[src/ccsc_pkg.sv]
// What this block does
// - entry point register sets core start address
// - value 0x02 selects internal frame pulse
// - halt register set blocks any core start
// - core starts on run bit rising edge
// - prescaler divides master clock by 1,2,4,8
// - synthesizer makes 294.912 MHz from 3.072 MHz
// - reduced-speed variant halves synthesizer output
// - enable bit restarts synthesizer lock attempt
// - lock flag set once output is stable
// - lock typically within 3.5 ms
// - clock output register controls buffered clock pin
// - master clock accepted from 2.375 to 36 MHz
// - crystal runs at core clock over 24
`default_nettype none
package ccsc_pkg;
    // register indices; byte address is four times the index
    localparam logic [15:0] IDX_FB_DIV    = 16'hF000;
    localparam logic [15:0] IDX_PRESCALE  = 16'hF001;
    localparam logic [15:0] IDX_CLK_SRC   = 16'hF002;
    localparam logic [15:0] IDX_SYN_EN    = 16'hF003;
    localparam logic [15:0] IDX_LOCK      = 16'hF004;
    localparam logic [15:0] IDX_CLK_OUT   = 16'hF005;
    localparam logic [15:0] IDX_HIBERNATE = 16'hF400;
    localparam logic [15:0] IDX_FRAME_SRC = 16'hF401;
    localparam logic [15:0] IDX_RUN       = 16'hF402;
    localparam logic [15:0] IDX_HALT      = 16'hF403;
    localparam logic [15:0] IDX_ENTRY     = 16'hF404;
    // memory window below the control registers
    localparam logic [15:0] IDX_PROG_MEM  = 16'hC000;
    localparam logic [15:0] IDX_DM0       = 16'h0000;
    localparam logic [15:0] IDX_DM1       = 16'h6000;
    localparam logic [15:0] IDX_MEM_END   = 16'hF000;
    localparam int          ADDR_W        = 18;

    localparam logic [15:0] RST_FB_DIV    = 16'h0060;
    localparam logic [15:0] RST_ZERO      = 16'h0000;
    localparam logic [15:0] FRAME_SRC_INT = 16'h0002;
    localparam int          BIT_CTL       = 0;
    localparam int          PRE_LSB       = 0;
    localparam int          PRE_MSB       = 1;

    localparam logic [1:0]  RESP_OKAY     = 2'b00;
    localparam logic [1:0]  RESP_SLVERR   = 2'b10;

    localparam real CLK_PERIOD_NS = 8.0;
    localparam real LOCK_TYP_MS   = 3.5;
    localparam real MCLK_MIN_MHZ  = 2.375;
    localparam real MCLK_MAX_MHZ  = 36.0;
    localparam real NOM_CORE_MHZ  = 294.912;
    localparam real NOM_SYN_IN_MHZ = 3.072;
    localparam int  XTAL_RATIO    = 24;
    localparam int  LOCK_CYCLES   = $rtoi(LOCK_TYP_MS * 1.0e6 / CLK_PERIOD_NS);
    // shortest and longest accepted edge spacing, both rounded down
    localparam int  MCLK_MIN_PER  = $rtoi(1.0e3 / MCLK_MAX_MHZ / CLK_PERIOD_NS);
    localparam int  MCLK_MAX_PER  = $rtoi(1.0e3 / MCLK_MIN_MHZ / CLK_PERIOD_NS);
    localparam int  NOM_FB_RATIO  = $rtoi(NOM_CORE_MHZ / NOM_SYN_IN_MHZ + 0.5);
    localparam int  FRAME_CYCLES  = 2604;
endpackage : ccsc_pkg
`default_nettype wire

[src/ccsc_top.sv]
// Design decision made here: register access over AXI4-Lite.
`default_nettype none
module ccsc_top #(
    parameter int LOCK_CYC      = ccsc_pkg::LOCK_CYCLES,
    parameter int FRAME_CYC     = ccsc_pkg::FRAME_CYCLES,
    parameter bit REDUCED_SPEED = 1'b0
) (
    // clock and reset
    input  wire logic                        sys_clk,
    input  wire logic                        rst,
    // axi4-lite write address, data and response
    input  wire logic [ccsc_pkg::ADDR_W-1:0] s_axi_awaddr,
    input  wire logic [2:0]                  s_axi_awprot,
    input  wire logic                        s_axi_awvalid,
    output logic                             s_axi_awready,
    input  wire logic [31:0]                 s_axi_wdata,
    input  wire logic [3:0]                  s_axi_wstrb,
    input  wire logic                        s_axi_wvalid,
    output logic                             s_axi_wready,
    output logic [1:0]                       s_axi_bresp,
    output logic                             s_axi_bvalid,
    input  wire logic                        s_axi_bready,
    // axi4-lite read
    input  wire logic [ccsc_pkg::ADDR_W-1:0] s_axi_araddr,
    input  wire logic [2:0]                  s_axi_arprot,
    input  wire logic                        s_axi_arvalid,
    output logic                             s_axi_arready,
    output logic [31:0]                      s_axi_rdata,
    output logic [1:0]                       s_axi_rresp,
    output logic                             s_axi_rvalid,
    input  wire logic                        s_axi_rready,
    // clock and frame pulse pins
    input  wire logic                        master_clock_input_pin,
    output logic                             buffered_clock_output_pin,
    input  wire logic                        ext_frame_pulse,
    // towards the core and clock tree
    output logic                             prescaled_tick,
    output logic [15:0]                      core_clk_mult,
    output logic [4:0]                       core_clk_div,
    output logic                             core_clk_sel_synth,
    output logic                             synth_locked,
    output logic                             core_start_pulse,
    output logic                             core_active,
    output logic [15:0]                      core_entry_addr,
    output logic                             core_frame_start,
    output logic                             core_hibernating
);
    import ccsc_pkg::*;

    logic [15:0] fb_div_r, prescale_r, clk_src_r, syn_en_r, clk_out_r;
    logic [15:0] hib_r, frame_src_r, run_r, halt_r, entry_r;

    // write channel: address and data are held until both are present
    logic                 aw_held_r, w_held_r;
    logic [ADDR_W-1:0]    aw_addr_r;
    logic [31:0]          w_data_r;
    logic [3:0]           w_strb_r;
    logic                 wr_go;
    logic [15:0]          wr_idx;
    logic                 wr_hit, wr_mem;

    assign s_axi_awready = !aw_held_r && !s_axi_bvalid;
    assign s_axi_wready  = !w_held_r && !s_axi_bvalid;
    assign wr_go         = aw_held_r && w_held_r && !s_axi_bvalid;
    assign wr_idx        = aw_addr_r[ADDR_W-1:2];
    assign wr_mem        = wr_idx < IDX_MEM_END;

    always_comb begin
        case (wr_idx)
            IDX_FB_DIV, IDX_PRESCALE, IDX_CLK_SRC, IDX_SYN_EN, IDX_LOCK, IDX_CLK_OUT,
            IDX_HIBERNATE, IDX_FRAME_SRC, IDX_RUN, IDX_HALT, IDX_ENTRY: wr_hit = 1'b1;
            default: wr_hit = 1'b0;
        endcase
    end

    always_ff @(posedge sys_clk or posedge rst) begin
        if (rst) begin
            aw_held_r <= 1'b0;
            aw_addr_r <= '0;
        end else if (s_axi_awvalid && s_axi_awready) begin
            aw_held_r <= 1'b1;
            aw_addr_r <= s_axi_awaddr;
        end else if (wr_go) begin
            aw_held_r <= 1'b0;
        end
    end

    always_ff @(posedge sys_clk or posedge rst) begin
        if (rst) begin
            w_held_r <= 1'b0;
            w_data_r <= '0;
            w_strb_r <= '0;
        end else if (s_axi_wvalid && s_axi_wready) begin
            w_held_r <= 1'b1;
            w_data_r <= s_axi_wdata;
            w_strb_r <= s_axi_wstrb;
        end else if (wr_go) begin
            w_held_r <= 1'b0;
        end
    end

    // memory image writes are taken and acknowledged; storage lives in the core
    always_ff @(posedge sys_clk or posedge rst) begin
        if (rst) begin
            s_axi_bvalid <= 1'b0;
            s_axi_bresp  <= RESP_OKAY;
        end else if (wr_go) begin
            s_axi_bvalid <= 1'b1;
            s_axi_bresp  <= (wr_hit || wr_mem) ? RESP_OKAY : RESP_SLVERR;
        end else if (s_axi_bready) begin
            s_axi_bvalid <= 1'b0;
        end
    end

    function automatic logic [15:0] merge(input logic [15:0] old, input logic [31:0] d,
                                          input logic [3:0] s);
        logic [15:0] v;
        v       = old;
        v[7:0]  = s[0] ? d[7:0] : old[7:0];
        v[15:8] = s[1] ? d[15:8] : old[15:8];
        return v;
    endfunction

    logic [15:0] wr_val;
    assign wr_val = merge(16'h0000, w_data_r, w_strb_r);

    always_ff @(posedge sys_clk or posedge rst) begin
        if (rst) begin
            fb_div_r    <= RST_FB_DIV;
            prescale_r  <= RST_ZERO;
            clk_src_r   <= RST_ZERO;
            syn_en_r    <= RST_ZERO;
            clk_out_r   <= RST_ZERO;
            hib_r       <= RST_ZERO;
            frame_src_r <= RST_ZERO;
            run_r       <= RST_ZERO;
            halt_r      <= RST_ZERO;
            entry_r     <= RST_ZERO;
        end else if (wr_go) begin
            case (wr_idx)
                IDX_FB_DIV:    fb_div_r    <= merge(fb_div_r, w_data_r, w_strb_r);
                IDX_PRESCALE:  prescale_r  <= merge(prescale_r, w_data_r, w_strb_r);
                IDX_CLK_SRC:   clk_src_r   <= merge(clk_src_r, w_data_r, w_strb_r);
                IDX_SYN_EN:    syn_en_r    <= merge(syn_en_r, w_data_r, w_strb_r);
                IDX_CLK_OUT:   clk_out_r   <= merge(clk_out_r, w_data_r, w_strb_r);
                IDX_HIBERNATE: hib_r       <= merge(hib_r, w_data_r, w_strb_r);
                IDX_FRAME_SRC: frame_src_r <= merge(frame_src_r, w_data_r, w_strb_r);
                IDX_RUN:       run_r       <= merge(run_r, w_data_r, w_strb_r);
                IDX_HALT:      halt_r      <= merge(halt_r, w_data_r, w_strb_r);
                IDX_ENTRY:     entry_r     <= merge(entry_r, w_data_r, w_strb_r);
                default: ;
            endcase
        end
    end

    // read channel: one outstanding read, answer one cycle after the address
    logic [15:0] rd_idx;
    assign rd_idx        = s_axi_araddr[ADDR_W-1:2];
    assign s_axi_arready = !s_axi_rvalid;

    always_ff @(posedge sys_clk or posedge rst) begin
        if (rst) begin
            s_axi_rvalid <= 1'b0;
            s_axi_rdata  <= '0;
            s_axi_rresp  <= RESP_OKAY;
        end else if (s_axi_arvalid && s_axi_arready) begin
            s_axi_rvalid <= 1'b1;
            s_axi_rresp  <= RESP_OKAY;
            case (rd_idx)
                IDX_FB_DIV:    s_axi_rdata <= {16'h0000, fb_div_r};
                IDX_PRESCALE:  s_axi_rdata <= {16'h0000, prescale_r};
                IDX_CLK_SRC:   s_axi_rdata <= {16'h0000, clk_src_r};
                IDX_SYN_EN:    s_axi_rdata <= {16'h0000, syn_en_r};
                IDX_LOCK:      s_axi_rdata <= {31'h00000000, synth_locked};
                IDX_CLK_OUT:   s_axi_rdata <= {16'h0000, clk_out_r};
                IDX_HIBERNATE: s_axi_rdata <= {16'h0000, hib_r};
                IDX_FRAME_SRC: s_axi_rdata <= {16'h0000, frame_src_r};
                IDX_RUN:       s_axi_rdata <= {16'h0000, run_r};
                IDX_HALT:      s_axi_rdata <= {16'h0000, halt_r};
                IDX_ENTRY:     s_axi_rdata <= {16'h0000, entry_r};
                default: begin
                    s_axi_rdata <= 32'h00000000;
                    s_axi_rresp <= (rd_idx < IDX_MEM_END) ? RESP_OKAY : RESP_SLVERR;
                end
            endcase
        end else if (s_axi_rready) begin
            s_axi_rvalid <= 1'b0;
        end
    end

    // pin synchronisers
    logic [1:0] mclk_sync_r, frm_sync_r;
    logic       mclk_prev_r, frm_prev_r, mclk_rise;

    always_ff @(posedge sys_clk or posedge rst) begin
        if (rst) begin
            mclk_sync_r <= 2'b00;
            frm_sync_r  <= 2'b00;
            mclk_prev_r <= 1'b0;
            frm_prev_r  <= 1'b0;
        end else begin
            mclk_sync_r <= {mclk_sync_r[0], master_clock_input_pin};
            frm_sync_r  <= {frm_sync_r[0], ext_frame_pulse};
            mclk_prev_r <= mclk_sync_r[1];
            frm_prev_r  <= frm_sync_r[1];
        end
    end
    assign mclk_rise = mclk_sync_r[1] && !mclk_prev_r;

    // edge spacing of the master clock decides whether it is in range
    logic [5:0] per_cnt_r;
    logic       mclk_ok_r;
    always_ff @(posedge sys_clk or posedge rst) begin
        if (rst) begin
            per_cnt_r <= '0;
            mclk_ok_r <= 1'b0;
        end else if (mclk_rise) begin
            per_cnt_r <= 6'h01;
            mclk_ok_r <= (per_cnt_r >= 6'(MCLK_MIN_PER)) && (per_cnt_r <= 6'(MCLK_MAX_PER));
        end else if (per_cnt_r > 6'(MCLK_MAX_PER)) begin
            mclk_ok_r <= 1'b0;
        end else begin
            per_cnt_r <= per_cnt_r + 6'h01;
        end
    end

    // prescaler: one tick per 1, 2, 4 or 8 master clock edges
    logic [2:0] pre_cnt_r;
    logic [2:0] pre_max;
    assign pre_max = 3'((4'h1 << prescale_r[PRE_MSB:PRE_LSB]) - 4'h1);
    always_ff @(posedge sys_clk or posedge rst) begin
        if (rst) begin
            pre_cnt_r      <= '0;
            prescaled_tick <= 1'b0;
        end else begin
            prescaled_tick <= mclk_rise && (pre_cnt_r >= pre_max);
            if (mclk_rise) begin
                pre_cnt_r <= (pre_cnt_r >= pre_max) ? 3'h0 : pre_cnt_r + 3'h1;
            end
        end
    end

    // ratio presented to the clock tree: mclk * fb / (prescale * post)
    always_ff @(posedge sys_clk or posedge rst) begin
        if (rst) begin
            core_clk_mult      <= RST_FB_DIV;
            core_clk_div       <= 5'h01;
            core_clk_sel_synth <= 1'b0;
        end else begin
            core_clk_mult      <= fb_div_r;
            // shift amount kept 3 bits wide so divide-by-8 plus halving cannot wrap
            core_clk_div       <= 5'h01 << ({1'b0, prescale_r[PRE_MSB:PRE_LSB]}
                                  + (REDUCED_SPEED ? 3'd1 : 3'd0));
            core_clk_sel_synth <= clk_src_r[BIT_CTL] && synth_locked;
        end
    end

    // lock model: restart on every enable write with byte 0 strobed, count while input is good
    logic        en_wr;
    logic [31:0] lock_cnt_r;
    logic        locking_r;
    assign en_wr = wr_go && (wr_idx == IDX_SYN_EN) && w_strb_r[0];

    always_ff @(posedge sys_clk or posedge rst) begin
        if (rst) begin
            locking_r    <= 1'b0;
            lock_cnt_r   <= '0;
            synth_locked <= 1'b0;
        end else if (en_wr) begin
            locking_r    <= wr_val[BIT_CTL];
            lock_cnt_r   <= '0;
            synth_locked <= 1'b0;
        end else if (!mclk_ok_r) begin
            // a lost input drops the flag and starts the wait over
            lock_cnt_r   <= '0;
            synth_locked <= 1'b0;
        end else if (locking_r && !synth_locked) begin
            if (lock_cnt_r >= 32'(LOCK_CYC - 1)) begin
                synth_locked <= 1'b1;
            end else begin
                lock_cnt_r <= lock_cnt_r + 32'h1;
            end
        end
    end

    // buffered clock out follows the synced master clock, crystal pin plays no part
    always_ff @(posedge sys_clk or posedge rst) begin
        if (rst) begin
            buffered_clock_output_pin <= 1'b0;
        end else begin
            // the synced master clock is passed on here while the clock output bit is set
            buffered_clock_output_pin <= clk_out_r[BIT_CTL] && mclk_sync_r[1];
        end
    end

    // core start: rising edge of the run bit while not halted
    logic run_prev_r, run_rise;
    always_ff @(posedge sys_clk or posedge rst) begin
        if (rst) begin
            run_prev_r <= 1'b0;
        end else begin
            run_prev_r <= run_r[BIT_CTL];
        end
    end
    assign run_rise = run_r[BIT_CTL] && !run_prev_r;

    always_ff @(posedge sys_clk or posedge rst) begin
        if (rst) begin
            core_start_pulse <= 1'b0;
            core_active      <= 1'b0;
            core_entry_addr  <= RST_ZERO;
        end else begin
            core_start_pulse <= run_rise && !halt_r[BIT_CTL];
            if (halt_r[BIT_CTL]) begin
                core_active <= 1'b0;
            end else if (run_rise) begin
                core_active     <= 1'b1;
                core_entry_addr <= entry_r;
            end
        end
    end

    // frame pulse: internal divider or the synced external pulse
    logic [15:0] frm_cnt_r;
    logic        int_tick, frm_int;
    assign frm_int  = frame_src_r == FRAME_SRC_INT;
    assign int_tick = frm_cnt_r == 16'(FRAME_CYC - 1);
    always_ff @(posedge sys_clk or posedge rst) begin
        if (rst) begin
            frm_cnt_r        <= '0;
            core_frame_start <= 1'b0;
        end else begin
            frm_cnt_r        <= int_tick ? 16'h0000 : frm_cnt_r + 16'h0001;
            core_frame_start <= core_active && (frm_int ? int_tick
                                : (frm_sync_r[1] && !frm_prev_r));
        end
    end

    always_ff @(posedge sys_clk or posedge rst) begin
        if (rst) begin
            core_hibernating <= 1'b0;
        end else begin
            core_hibernating <= hib_r[BIT_CTL];
        end
    end

    // ---- assertions ----
    a_halt_blocks_start: assert property (@(posedge sys_clk) disable iff (rst)
        halt_r[BIT_CTL] |=> !core_start_pulse)
        else $error("core started while halted");

    a_start_on_edge: assert property (@(posedge sys_clk) disable iff (rst)
        core_start_pulse |-> $past(run_r[BIT_CTL]) && !$past(run_prev_r))
        else $error("core start without run bit rising edge");

    a_entry_on_start: assert property (@(posedge sys_clk) disable iff (rst)
        core_start_pulse |-> core_entry_addr == $past(entry_r) && core_active)
        else $error("entry address not taken at start");

    a_frame_internal: assert property (@(posedge sys_clk) disable iff (rst)
        (core_active && frm_int && int_tick) |=> core_frame_start)
        else $error("internal frame pulse missing");

    a_enable_clears_lock: assert property (@(posedge sys_clk) disable iff (rst)
        en_wr |=> !synth_locked ##1 !synth_locked)
        else $error("lock flag survived enable write");

    a_lock_not_early: assert property (@(posedge sys_clk) disable iff (rst)
        $rose(synth_locked) |-> $past(lock_cnt_r) == 32'(LOCK_CYC - 1))
        else $error("lock flag set before lock time");

    a_lock_needs_input: assert property (@(posedge sys_clk) disable iff (rst)
        synth_locked |-> $past(mclk_ok_r) && locking_r)
        else $error("lock flag without good input");

    a_prescale_ratio: assert property (@(posedge sys_clk) disable iff (rst)
        (prescale_r[PRE_MSB:PRE_LSB] == 2'd0 && $stable(prescale_r) && mclk_rise)
        |=> prescaled_tick)
        else $error("divide-by-one prescaler dropped an edge");

    a_buffered_clock_output_pin_gated: assert property (@(posedge sys_clk) disable iff (rst)
        !clk_out_r[BIT_CTL] |=> !buffered_clock_output_pin)
        else $error("clock output driven while disabled");

    a_unmapped_slverr: assert property (@(posedge sys_clk) disable iff (rst)
        (wr_go && !wr_hit && !wr_mem) |=> s_axi_bvalid && s_axi_bresp == RESP_SLVERR)
        else $error("unmapped write not refused");

    a_rvalid_hold: assert property (@(posedge sys_clk) disable iff (rst)
        (s_axi_rvalid && !s_axi_rready) |=> s_axi_rvalid && $stable(s_axi_rdata))
        else $error("read answer dropped before taken");

    c_core_start: cover property (@(posedge sys_clk) disable iff (rst)
        core_start_pulse ##[1:20] core_frame_start);
    c_lock_reached: cover property (@(posedge sys_clk) disable iff (rst)
        $rose(synth_locked));
    c_start_refused: cover property (@(posedge sys_clk) disable iff (rst)
        run_rise && halt_r[BIT_CTL]);

endmodule : ccsc_top // ccsc_top
`default_nettype wire

[config.mk]
export PLATFORM = sky130hd
export DESIGN_NAME = ccsc_top
export DESIGN_NICKNAME = d
export VERILOG_FILES = /design/src/ccsc_pkg.sv /design/src/ccsc_top.sv
export SDC_FILE = /design/constraint.sdc
export NUM_CORES = 1
export LEC_CHECK = 0
export BUFFER_PORTS_ARGS = -buffer_cell sky130_fd_sc_hd__buf_2
export CORE_ASPECT_RATIO = 0.8
export CORE_MARGIN = 5
export CORE_UTILIZATION = 45
export CTS_CLUSTER_SIZE = 30
export DETAILED_ROUTE_END_ITERATION = 8
export SLEW_MARGIN = 20
export SYNTH_ARGS = -nofsm -noshare
export SYNTH_HDL_FRONTEND = slang
export SYNTH_SLANG_ARGS = --single-unit
[constraint.sdc]
create_clock -name sys_clk -period 21.1 [get_ports sys_clk]
set_input_delay 4.22 -clock sys_clk [delete_from_list [all_inputs] [get_ports sys_clk]]
set_output_delay 4.22 -clock sys_clk [all_outputs]
set_load 0.02 [all_outputs]
==> summary.txt <==
Outcome
  – Outcome: finished, final reports clean

Floorplanning
  – Row Count: 58
  – IO Pins: 173
  – Full die area: 35900 µm²
  – Die Width: 211 µm
  – Die height: 170 µm
  – Core area: 31600 µm²
  – Starting density of the core: 45.9%

STA
  – Final Slew Violations: 0
  – Slew margin rel.: 26.1%
  – Hold Fails Final Rpt: 0
  – Final Setup Violations: 0
  – Post-Route Skew: 0.0316 ns
  – FMAX: 146 MHz
  – Setup repair after global routing missed its margin: no
  – Worst setup margin: 14.24 ns
  – WHS: 0.350 ns
  – Slew at the pin with the worst max-slew slack: 1.10 ns
  – Final period util: 32.5%
  – Min cycle time layout: 6.86 ns
  – Setup_tns: 0 ns

Yosys
  – Asr flop ratio synth: 100%
  – YS warnings: 0
  – Post-synth EDFFs: 0
  – Syn_area_per_cell: 12.9 µm²
  – Top_reg_cell synth: dfrtp_1
  – #FFs+latches synth: 326
  – Post-Synthesis Cell Area: 14500 µm²
  – Register area share after synthesis: 56.3%
  – Yosys cell types: 67
  – Cell count after synthesis: 1125

CTS
  – Post-CTS Setup Bufs: 0
  – Post-CTS Resized: 0
  – Root buffer cell: clkbuf_16
  – CTS Hold Bufs: 0
  – CTS buffer count: 35
  – H-tree levels: 2
  – CTS Buffer Depth: 3
  – Clk slew on worst S/H paths: 0.06 ns
  – CTS tree: built
  – Latest clock arrival within the worst-skew pair: 0.53 ns
  – Clk sink count: 326

Route
  – Post-route ant nets: 0
  – Final WL: 34100 µm
  – M1 WL: 16600 µm
  – Routed vias: 9364
  – DR WL met3: 2060 µm
  – DRT Pass-1 Iters: 5
  – WL/cell: 20.3 µm
  – Via density: 5.58
  – Met2 WL: 14900 µm
  – Top sig layer: met5
  – Detailed router's first-iteration violation count: 662
  – Drt drc: 0

Pwr
  – Overall power: 1.55 mW
  – Comb pwr share: 9.3%
  – Pwr Density: 93.3 nW/µm²
  – Leak Pwr: 8.04 nW
  – Switch share: 26.7%
  – Sequential share of power: 48.6%
  – Clock Power Share: 42.0%
  – Psw: 0.413 mW
  – Internal power: 1.14 mW
  – Peak VDD IR: 0.0572 mV

Cells and area
  – Area Overhead vs Synth: 14.6%
  – Fraction of layout cells with a size suffix above 1: 36.5%
  – Commonest non-fill, non-tap cell in the layout: dfrtp_1
  – Most frequent cells in the layout: dfrtp_1, mux2_2, buf_2
  – Final instance area: 16600 µm²
  – Area taken by multi-input logic gates: 5920 µm²
  – Layout net count: 1329
  – Post-layout utilization of the core: 52.6%
  – Fillers: 2745
  – Antenna diode instance count: 0
  – Non-Filler Instances: 1679
  – Sequential cell area: 8160 µm²

Critical path
  – Crit path buffers/inverters: 2
  – Worst Path Required: 21.51 ns
  – Crit. End Element: flop
  – Slowest cell on the critical path: nor2_1
  – Crit path DAT: 7.27 ns
  – CP Class: input port to flop
  – Critical path fanouts, max: 28
  – Crit start category: input port
  – CP peak stage delay: 0.90 ns
  – R2r setup slk: 18.48 ns
  – CP delay by family, top: simple AND/OR/NAND/NOR gates
  – CP cell instances: buf_2 > buf_4 > nor2b_1 > nand3_1 > nor2_1 > a222oi_1 > a32oi_1

Hold path
  – Worst Hold Class: flop to flop

Job
  – Max-cap violation count: 0

Placement
  – Placed instance area: 15400 µm²
  – HPWL Detailed: 23600 µm
  – Pre-CTS WS: 13.85 ns
  – Gpl congestion: 0.825
  – I/O Buffers: 125
  – Placed cells: 1617

Global route
  – Vias in the first global route: 9304
  – Total gr overflow: 0
  – First-pass GRT wire length: 54000 µm
  – Largest net degree at the start of global routing: 109
  – Initial antenna violation count: 2
  – Gr usage total: 19.0%
==> path summary, 6_finish.rpt <==
check	to	from	cells past startpoint
min in group asynchronous	pre_cnt_r[2]	rst	2
min	mclk_sync_r[1]	mclk_sync_r[0]	0
max reg2reg	clk_out_r[3]	s_axi_bvalid	5
max in group asynchronous	frm_cnt_r[14]	rst	3
max	s_axi_rdata[7]	s_axi_araddr[2]	7
min reg2reg	mclk_sync_r[1]	mclk_sync_r[0]	0
==> layer usage <==
metal | vias up | track usage [%]
met5 | - | 0
met4 | 4 | 4.00
met3 | 44 | 3.81
met2 | 231 | 28.2
met1 | 4775 | 29.3
li1 | 4310 | -
==> layout make-up <==
class,instances,area share [%]
well taps,420,3.16
clock inverters,12,1.17
multi-input cells,720,35.7
repair buffers,134,4.17
inverters,17,0.430
flip-flops and latches,326,49.2
clock buffers,50,6.23
==> state kept, by name, indices dropped and copies added (netlist names), 16 cells and up <==
name	flops
w_data_r	16
run_r	16
s_axi_rdata	16
clk_src_r	16
lock_cnt_r	32
syn_en_r	16
fb_div_r	16
halt_r	16
clk_out_r	16
prescale_r	16
frm_cnt_r	16
frame_src_r	16
entry_r	16
hib_r	16
core_clk_mult	16
aw_addr_r	16
core_entry_addr	16
==> cell usage after synthesis, types with 13 or more instances <==
library cell	n	share of area, %
nand2_1	65	1.7
and2_1	16	0.69
buf_4	27	1.4
a22oi_1	24	1.2
nand2b_1	13	0.56
nor2_1	33	0.85
and3_1	19	0.82
nand3_1	40	1.4
mux4_2	13	2.0
inv_1	17	0.44
clkbuf_1	36	0.93
mux2_2	222	17
a21oi_1	26	0.90
o21ai_0	17	0.59
dfrtp_1	321	55
mux2i_1	17	1.2
nor3_1	14	0.48
nand4_1	14	0.60
==> power groups by stage <==
stage	logic (mW)	registers, mW	clock network (mW)
final	0.145	0.753	0.651
after global routing	0.162	0.763	0.696
after CTS	0.147	0.752	0.666
after detailed placement	0.146	0.764	0
after global placement	0.143	0.763	0
after floorplan	0.152	0.702	0
==> cells by family after synthesis <==
logic type | after synthesis | synth area share [%]
AOI/OAI and AO/OA | 130 | 6.27
xor gates and xnor gates | 16 | 0.967
adders and majority gates | 8 | 0.691
buffers and inverters | 97 | 3.41
DFF | 326 | 56.3
muxes | 252 | 20.4
other | 1 | 0.0259
and+or+nand+nor | 295 | 11.8
(Power assumes the default switching activity.)
